`src/logic/csrr_pkg.sv`:
```
`default_nettype none
package csrr_pkg;
  // Bus geometry. Register indices are word indices; byte address is four times the index.
  localparam int unsigned ADDR_W = 10;
  localparam int unsigned DATA_W = 32;
  localparam int unsigned BE_W = 4;
  localparam int unsigned REG_W = 9;
  localparam int unsigned LVL_W = 9;
  localparam int unsigned EV_W = 5;

  // Register indices.
  localparam logic [7:0] IDX_BIAS = 8'h4B;
  localparam logic [7:0] IDX_PTP = 8'h4C;
  localparam logic [7:0] IDX_PEAK = 8'h4D;
  localparam logic [7:0] IDX_AMUTE = 8'h4E;
  localparam logic [7:0] IDX_TIEOFF = 8'h4F;
  localparam logic [7:0] IDX_IRQ_STS = 8'h50;
  localparam logic [7:0] IDX_IRQ_MSK = 8'h51;

  // Field positions in the automute control and status register.
  localparam int unsigned AMUTE_TAP_BIT = 5;
  localparam int unsigned HV_BIT = 4;
  localparam int unsigned NG_BIT = 3;
  localparam int unsigned AMF_BIT = 2;
  localparam int unsigned DML_BIT = 1;
  localparam int unsigned DMR_BIT = 0;

  // Field positions in the output tie-off and bias registers.
  localparam int unsigned OVR_EN_BIT = 8;
  localparam int unsigned HBUF_BIT = 7;
  localparam int unsigned LBUF_BIT = 6;
  localparam int unsigned VREFL_BIT = 0;

  // Event status and mask share the layout of bits 4:0 of the automute register.
  localparam logic [EV_W-1:0] EV_RST = 5'h00;
  localparam logic [REG_W-1:0] REG_RST = 9'h000;

  function automatic logic [ADDR_W-1:0] csrr_addr(input logic [7:0] idx);
    csrr_addr = {idx, 2'h0};
  endfunction : csrr_addr

  // Both channels under level control report the larger one; otherwise the controlled one, or the left one when neither is.
  function automatic logic [LVL_W-1:0] csrr_lvl_max(input logic [LVL_W-1:0] l,
                                                    input logic [LVL_W-1:0] r,
                                                    input logic l_en,
                                                    input logic r_en);
    if (l_en && r_en) begin
      csrr_lvl_max = (l > r) ? l : r;
    end else if (r_en) begin
      csrr_lvl_max = r;
    end else begin
      csrr_lvl_max = l;
    end
  endfunction : csrr_lvl_max
endpackage : csrr_pkg
`default_nettype wire

```
`src/logic/csrr_lvl_if.sv`:
```
`default_nettype none
interface csrr_lvl_if;
  logic [8:0] ptp_l;
  logic [8:0] ptp_r;
  logic [8:0] pk_l;
  logic [8:0] pk_r;
  logic alc_l;
  logic alc_r;
  logic [8:0] ptp_sel;
  logic [8:0] pk_sel;

  modport src (
    output ptp_l, ptp_r, pk_l, pk_r, alc_l, alc_r,
    input ptp_sel, pk_sel
  );

  modport pick (
    input ptp_l, ptp_r, pk_l, pk_r, alc_l, alc_r,
    output ptp_sel, pk_sel
  );
endinterface : csrr_lvl_if
`default_nettype wire

```
`src/logic/csrr_level_pick.sv`:
```
`default_nettype none
module csrr_level_pick (
  // Clock and reset
  input wire logic mclk,
  input wire logic rst,
  // Level sources and picked readouts
  csrr_lvl_if.pick lvl
);
  import csrr_pkg::*;

  typedef struct packed {
    logic [LVL_W-1:0] ptp;
    logic [LVL_W-1:0] pk;
  } csrr_pick_state_type;

  csrr_pick_state_type state_ff;
  csrr_pick_state_type nxt_state;

  always_comb begin
    nxt_state = state_ff;
    nxt_state.ptp = csrr_lvl_max(lvl.ptp_l, lvl.ptp_r, lvl.alc_l, lvl.alc_r);
    nxt_state.pk = csrr_lvl_max(lvl.pk_l, lvl.pk_r, lvl.alc_l, lvl.alc_r);
  end

  always_ff @(posedge mclk or posedge rst) begin
    if (rst) begin
      state_ff <= '{ptp: 9'h000, pk: 9'h000};
    end else begin
      state_ff <= nxt_state;
    end
  end

  assign lvl.ptp_sel = state_ff.ptp;
  assign lvl.pk_sel = state_ff.pk;
endmodule : csrr_level_pick
`default_nettype wire

```
`src/logic/csrr_regs.sv`:
```
// Our own choice: register access over Avalon-MM.
`default_nettype none
// Functional notes
// - Peak-to-peak readout register shows the live peak-to-peak level value.
// - Peak detector readout register shows the live peak detector level value.
// - With both channels under level control, readouts report the larger channel.
// - Automute tap select: 0 watches attenuator input, 1 watches serial DAC input.
// - High supply detect bit reads 1 at about 4.0 V or above.
// - Noise gate bit reads 1 while signal is below threshold and gain frozen.
// - Analog mute flag reads 1 while the DAC channels are automuted.
// - Each digital mute flag reads 1 while that channel's digital gain is zero.
// - Override enable lets manual tie-off bits add closures to automatic control; cleared, they are ignored.
// - Under override, high buffer bypass closes its switch while that buffer is off.
// - Under override, low buffer bypass closes its switch while that buffer is off.
// - Vref low-ohm force closes its switch; cleared, power management decides.
module csrr_regs (
  // Clock and reset
  input wire logic mclk,
  input wire logic rst,
  // Avalon-MM register slave
  input wire logic [csrr_pkg::ADDR_W-1:0] avs_address,
  input wire logic avs_read,
  input wire logic avs_write,
  input wire logic [csrr_pkg::DATA_W-1:0] avs_writedata,
  input wire logic [csrr_pkg::BE_W-1:0] avs_byteenable,
  output logic [csrr_pkg::DATA_W-1:0] avs_readdata,
  output logic avs_waitrequest,
  // Level control values from the ALC core
  input wire logic [csrr_pkg::LVL_W-1:0] peak_to_peak_level_left,
  input wire logic [csrr_pkg::LVL_W-1:0] peak_to_peak_level_right,
  input wire logic [csrr_pkg::LVL_W-1:0] peak_detect_level_left,
  input wire logic [csrr_pkg::LVL_W-1:0] peak_detect_level_right,
  input wire logic alc_left_en,
  input wire logic alc_right_en,
  // Status sources
  input wire logic high_supply_detect_pin,
  input wire logic noise_gate_active,
  input wire logic analog_mute_flag,
  input wire logic left_digital_mute_flag,
  input wire logic right_digital_mute_flag,
  // Tie-off switch sources
  input wire logic high_buf_disabled,
  input wire logic low_buf_disabled,
  input wire logic high_buf_bypass_auto,
  input wire logic low_buf_bypass_auto,
  input wire logic vref_low_ohm_pm,
  // Controls to the analog and DAC paths
  output logic automute_tap_select,
  output logic high_buf_bypass_sw,
  output logic low_buf_bypass_sw,
  output logic vref_low_ohm_sw,
  // Interrupt
  output logic irq
);
  import csrr_pkg::*;

  typedef struct packed {
    logic waitrequest;
    logic [DATA_W-1:0] readdata;
    logic amute_sel;
    logic ovr_en;
    logic hbuf;
    logic lbuf;
    logic vref_force;
    logic hv_s1;
    logic hv_s2;
    logic [EV_W-1:0] flags_prev;
    logic [EV_W-1:0] irq_sts;
    logic [EV_W-1:0] irq_msk;
    logic irq;
    logic hbuf_sw;
    logic lbuf_sw;
    logic vref_sw;
  } csrr_regs_state_type;

  localparam csrr_regs_state_type STATE_RST = '{
    waitrequest: 1'h1,
    readdata: 32'h0000_0000,
    flags_prev: EV_RST,
    irq_sts: EV_RST,
    irq_msk: EV_RST,
    default: 1'h0
  };

  csrr_regs_state_type state_ff;
  csrr_regs_state_type nxt_state;

  csrr_lvl_if lvl_bus ();

  logic req;
  logic acc;
  logic wr_go;
  logic lane0;
  logic lane1;
  logic [EV_W-1:0] flags;
  logic [EV_W-1:0] rise;
  logic [EV_W-1:0] clr;
  logic [REG_W-1:0] rd_val;

  assign lvl_bus.ptp_l = peak_to_peak_level_left;
  assign lvl_bus.ptp_r = peak_to_peak_level_right;
  assign lvl_bus.pk_l = peak_detect_level_left;
  assign lvl_bus.pk_r = peak_detect_level_right;
  assign lvl_bus.alc_l = alc_left_en;
  assign lvl_bus.alc_r = alc_right_en;

  csrr_level_pick u_pick (
    .mclk(mclk),
    .rst(rst),
    .lvl(lvl_bus)
  );

  always_comb begin
    nxt_state = state_ff;
    req = avs_read | avs_write;
    // A request is latched while waitrequest is high and completes on the next edge.
    acc = req & state_ff.waitrequest;
    wr_go = avs_write & ~state_ff.waitrequest;
    lane0 = avs_byteenable[0];
    lane1 = avs_byteenable[1];
    clr = EV_RST;

    // The supply comparator is asynchronous to mclk.
    nxt_state.hv_s1 = high_supply_detect_pin;
    nxt_state.hv_s2 = state_ff.hv_s1;

    flags = EV_RST;
    flags[HV_BIT] = state_ff.hv_s2;
    flags[NG_BIT] = noise_gate_active;
    flags[AMF_BIT] = analog_mute_flag;
    flags[DML_BIT] = left_digital_mute_flag;
    flags[DMR_BIT] = right_digital_mute_flag;
    nxt_state.flags_prev = flags;
    rise = flags & ~state_ff.flags_prev;

    rd_val = REG_RST;
    if (avs_address == csrr_addr(IDX_BIAS)) begin
      rd_val[VREFL_BIT] = state_ff.vref_force;
    end else if (avs_address == csrr_addr(IDX_PTP)) begin
      rd_val = lvl_bus.ptp_sel;
    end else if (avs_address == csrr_addr(IDX_PEAK)) begin
      rd_val = lvl_bus.pk_sel;
    end else if (avs_address == csrr_addr(IDX_AMUTE)) begin
      rd_val[EV_W-1:0] = flags;
      rd_val[AMUTE_TAP_BIT] = state_ff.amute_sel;
    end else if (avs_address == csrr_addr(IDX_TIEOFF)) begin
      rd_val[OVR_EN_BIT] = state_ff.ovr_en;
      rd_val[HBUF_BIT] = state_ff.hbuf;
      rd_val[LBUF_BIT] = state_ff.lbuf;
    end else if (avs_address == csrr_addr(IDX_IRQ_STS)) begin
      rd_val[EV_W-1:0] = state_ff.irq_sts;
    end else if (avs_address == csrr_addr(IDX_IRQ_MSK)) begin
      rd_val[EV_W-1:0] = state_ff.irq_msk;
    end

    nxt_state.waitrequest = ~acc;
    if (acc) begin
      // Upper data bits are reserved and read as zero; reading alters no state.
      nxt_state.readdata = avs_read ? {{(DATA_W-REG_W){1'h0}}, rd_val} : 32'h0000_0000;
    end

    if (wr_go) begin
      if (avs_address == csrr_addr(IDX_BIAS)) begin
        if (lane0) begin
          nxt_state.vref_force = avs_writedata[VREFL_BIT];
        end
      end else if (avs_address == csrr_addr(IDX_AMUTE)) begin
        // Only the tap select is writable; the status flags ignore writes.
        if (lane0) begin
          nxt_state.amute_sel = avs_writedata[AMUTE_TAP_BIT];
        end
      end else if (avs_address == csrr_addr(IDX_TIEOFF)) begin
        if (lane1) begin
          nxt_state.ovr_en = avs_writedata[OVR_EN_BIT];
        end
        if (lane0) begin
          nxt_state.hbuf = avs_writedata[HBUF_BIT];
          nxt_state.lbuf = avs_writedata[LBUF_BIT];
        end
      end else if (avs_address == csrr_addr(IDX_IRQ_STS)) begin
        if (lane0) begin
          clr = avs_writedata[EV_W-1:0];
        end
      end else if (avs_address == csrr_addr(IDX_IRQ_MSK)) begin
        if (lane0) begin
          nxt_state.irq_msk = avs_writedata[EV_W-1:0];
        end
      end
      // The level readouts are read-only, so writes to them fall through here.
    end

    // A new event in the clearing cycle keeps its bit set.
    nxt_state.irq_sts = (state_ff.irq_sts & ~clr) | rise;
    nxt_state.irq = |(nxt_state.irq_sts & nxt_state.irq_msk);

    // Manual bits only add closures; automatic control still runs when they are low.
    nxt_state.hbuf_sw = high_buf_bypass_auto |
                        (state_ff.ovr_en & state_ff.hbuf & high_buf_disabled);
    nxt_state.lbuf_sw = low_buf_bypass_auto |
                        (state_ff.ovr_en & state_ff.lbuf & low_buf_disabled);
    nxt_state.vref_sw = state_ff.vref_force | vref_low_ohm_pm;
  end

  always_ff @(posedge mclk or posedge rst) begin
    if (rst) begin
      state_ff <= STATE_RST;
    end else begin
      state_ff <= nxt_state;
    end
  end

  assign avs_readdata = state_ff.readdata;
  assign avs_waitrequest = state_ff.waitrequest;
  assign automute_tap_select = state_ff.amute_sel;
  assign high_buf_bypass_sw = state_ff.hbuf_sw;
  assign low_buf_bypass_sw = state_ff.lbuf_sw;
  assign vref_low_ohm_sw = state_ff.vref_sw;
  assign irq = state_ff.irq;
endmodule : csrr_regs
`default_nettype wire

```
`config.mk`:
```
export PLATFORM = sky130hd
export DESIGN_NAME = csrr_regs
export DESIGN_NICKNAME = d
export VERILOG_FILES = /design/src/logic/csrr_pkg.sv /design/src/logic/csrr_lvl_if.sv /design/src/logic/csrr_level_pick.sv /design/src/logic/csrr_regs.sv
export SDC_FILE = /design/constraint.sdc
export NUM_CORES = 1
export LEC_CHECK = 0
export BUFFER_PORTS_ARGS = -buffer_cell sky130_fd_sc_hd__clkbuf_2
export CORE_ASPECT_RATIO = 1.2
export CORE_UTILIZATION = 54
export CTS_BUF_LIST = sky130_fd_sc_hd__clkbuf_8
export DETAILED_ROUTE_END_ITERATION = 6
export GPL_ROUTABILITY_DRIVEN = 0
export PLACE_DENSITY = 0.92
export RECOVER_POWER = 25
export SETUP_SLACK_MARGIN = 0.02
export SYNTH_ARGS = -nofsm -noshare
export SYNTH_HDL_FRONTEND = slang
export SYNTH_SLANG_ARGS = --single-unit
export TNS_END_PERCENT = 5
```
`constraint.sdc`:
```
create_clock -name mclk -period 2.82 [get_ports mclk]
set_input_delay 0.423 -clock mclk [delete_from_list [all_inputs] [get_ports mclk]]
set_output_delay 0.423 -clock mclk [all_outputs]
set_load 0.01 [all_outputs]
```
==> results.py <==
metrics = {
    "logic_synthesis": {
        "ys_ff_latch": 54,
        "yosys.area_share.simple_pct": 15.2,
        "synth_fa_ha_area_share_pct": 6.83,
        "syn_inst": 334,
        "synth.distinct_cells": 54,
        "synth_seq_area_share_pct": 41.0,
        "synth_area_sq_mm": 0.00330,
        "synthMuxAreaShare_pct": 7.02,
        "synth_top_family_by_area": "compound AO/OA/AOI/OAI gates",
        "synth-compound-area-share_pct": 17.6,
        "avgSynthCellArea_sq_um": 9.87,
        "synth-edff-count": 0,
        "yosys.area_share.xor_xnor_pct": 0,
        "ys_warn_count": 0,
        "async_flop_share_pct": 100,
        "yosys_most_used_dff": "dfrtp_1",
    },
    "global_routing": {
        "grt_start_max_net_pins": 55,
        "antenna_found_initial": 0,
        "grt_pass1_wl_um": 11900,
        "grt-ovfl-total": 0,
        "grt_pass1_vias": 2699,
        "grt_usage_pct": 24.3,
    },
    "floorplanning": {
        "pin_count": 136,
        "initial_core_util_pct": 57.1,
        "dieArea_sq_mm": 0.00643,
        "die_h_um": 87.6,
        "placementRows": 30,
        "die_w_um": 73.3,
        "core_area_sq_mm": 0.00578,
    },
    "power": {
        "irDropWorstVdd_v": 0.000254,
        "power.total_mw": 1.57,
        "p_leak_nw": 1.87,
        "power.density_mw_per_mm2": 418,
    },
    "critical_path": {
        "end_kind": "register",
        "worst-r2r-setup-slack_ns": 0.82,
        "reg2reg_to": "irq",
        "crit_required_ns": 3.01,
        "start_kind": "primary input",
        "arrival_ns": 2.35,
        "crit_fanout": 9,
        "reg2reg_depth": 5,
        "crit_type": "in -> reg",
        "timing.rr.start": "avs_waitrequest",
    },
    "cts": {
        "cts_root_buffer": "clkbuf_8",
        "cts_buffer_depth": 2,
        "hold_buffers": 0,
        "tritoncts": "done",
        "cts-buffers-inserted": 5,
        "insertion_delay_ns": 0.31,
        "cts_resized": 0,
        "htree_levels": 2,
        "cts_sinks": 54,
        "post_cts_buffers": 0,
        "clk_pin_slew_ns": 0.09,
    },
    "drt": {
        "drt_pre_antenna_iters": 5,
        "wl_per_cell_um": 14.7,
        "routed_via_density": 5.68,
        "drc": 0,
        "routed_wl_um": 7290,
        "drt_iter0_drc": 159,
        "ant_nets": 0,
        "vias": 2824,
    },
    "sta": {
        "fin_tns_setup_ns": 0,
        "clock-skew-final_ns": 0.00822,
        "slew_headroom_pct": -27.8,
        "max_clock_freq_mhz": 463,
        "rsz0062_at_grt": "false",
        "fin_ws_ns": 0.660,
        "worstMarginPinSlew_ns": 1.92,
        "setup-violations-final": 0,
        "holdWs_ns": 0.209,
        "final_hold_viol_count": 0,
        "slew_viol_final": 55,
        "period_minus_slack_ns": 2.16,
        "fin_crit_sh_pct": 76.6,
    },
    "placed_design": {
        "placed_area_sq_mm": 0.00367,
        "place_inst": 489,
        "place_hpwl_um": 5860,
        "post-place-ws_ns": 0.357,
        "port_buffers": 87,
    },
    "final_layout": {
        "utilization_pct": 65.1,
        "n_fill_cell": 488,
        "final-instance-count-excl-fill": 497,
        "antennaDiodeCount": 0,
        "multi_input_area_sq_mm": 0.00163,
        "seq_area_sq_mm": 0.00135,
        "fin_nets": 532,
        "drive_above_1_share_pct": 30.9,
        "final_area_sq_mm": 0.00376,
        "syn2layout_area_growth_pct": 14.0,
    },
    "run": {
        "cap_violations": 1,
    },
    "worst_hold_path": {
        "min_from": "high_supply_detect_pin",
        "hold_path.class": "in -> reg",
        "min_to": "nxt_state[19]",
        "min_delay_path_depth": 1,
    },
    "status": {
        "violations": "capacitance limit, slew limit",
        "run_status": "complete, but fails checks",
    },
}
[cell usage after synthesis (3+ instances only)]
| cell | number | area [sq um] |
|---|---|---|
| or4_1 | 3 | 22.5 |
| a221oi_1 | 8 | 70.1 |
| nor2_1 | 12 | 45.0 |
| a311o_1 | 8 | 80.1 |
| a22oi_1 | 10 | 75.1 |
| nor3_1 | 12 | 60.1 |
| ha_1 | 18 | 225 |
| clkbuf_1 | 4 | 15.0 |
| nand4_1 | 4 | 25.0 |
| nor4_1 | 3 | 18.8 |
| dfrtp_1 | 53 | 1330 |
| inv_1 | 32 | 120 |
| nor2b_1 | 6 | 37.5 |
| nand2_1 | 18 | 67.6 |
| buf_4 | 32 | 240 |
| mux2_2 | 17 | 191 |
| nand3_1 | 6 | 30.0 |
| and3_1 | 4 | 25.0 |
| a21boi_0 | 3 | 22.5 |
| a21oi_1 | 7 | 35.0 |
| o21ai_0 | 16 | 80.1 |
| o22ai_1 | 9 | 56.3 |
| or2_2 | 6 | 37.5 |
[metal layers]
| layer | GRT usage, % | part of all wire, % | vias up |
|---|---|---|---|
| li1 | - | - | 1332 |
| met1 | 28.3 | 40 | 1345 |
| met2 | 44.4 | 51 | 131 |
| met3 | 3.57 | 5.7 | 16 |
| met4 | 10.1 | 2.7 | 0 |
| met5 | 0 | 0 | - |
[worst max-delay path, cell delays in order]
cell      delay (ns)
clkbuf_2        0.09
inv_1           0.04
ha_1            0.29
nand3_1         0.11
o22ai_1         0.16
o31ai_1         0.08
a22oi_1         0.71
mux2_2          0.44
[sequential cells by signal, indices dropped and copies added, names as in the netlist, 9 cells and up]
signal              flops
avs_readdata            9
u_pick.lvl.pk_sel       9
state_ff               19
u_pick.lvl.ptp_sel      9
[where the power goes]
part           internal [mW]  switching, mW
Sequential             0.816         0.0154
Combinational          0.130          0.177
Clock                  0.197          0.236
[placed cells by master (no fill, tap or decap), types with 3 or more instances in the layout]
master	n
clkbuf_2	83
dfrtp_1	53
inv_1	32
conb_1	23
nand2_1	18
ha_1	18
mux2_2	17
o21ai_0	16
nor2_1	12
nor3_1	12
a22oi_1	10
o22ai_1	9
a221oi_1	8
a311o_1	8
a21oi_1	7
nor2b_1	6
nand3_1	6
or2_2	6
clkbuf_8	6
buf_4	5
and3_1	4
nand4_1	4
clkbuf_1	4
or4_1	3
nor4_1	3
a21boi_0	3
[layout make-up]
class / instances / share of cell area (%)
multi-input cells: 231 / 43.2
flip-flops and latches: 54 / 36.0
repair buffers: 92 / 12.4
inverters: 32 / 3.19
well taps: 80 / 2.66
clock buffers: 6 / 2.20
clock inverters: 2 / 0.333
[kinds of logic (layout without fill, tap and decap cells)]
group / after synthesis / count (layout)
and+or+nand+nor: 89 / 89
muxes: 20 / 20
other: 1 / 23
adders and majority gates: 18 / 18
DFF: 54 / 54
buffers and inverters: 71 / 132
AOI/OAI and AO/OA: 81 / 81
[worst max-delay path by stage]
stage                               startpoint                    to  cells past startpoint
global route        peak_detect_level_right[8]  u_pick.lvl.pk_sel[8]                      8
detailed placement  peak_detect_level_right[2]  u_pick.lvl.pk_sel[7]                      8
floorplan                       avs_address[3]                   irq                      7
CTS                 peak_detect_level_right[2]  u_pick.lvl.pk_sel[7]                      8
finish              peak_detect_level_right[2]  u_pick.lvl.pk_sel[8]                      8
global placement                avs_address[3]                   irq                      6
(Power assumes the default switching activity.)
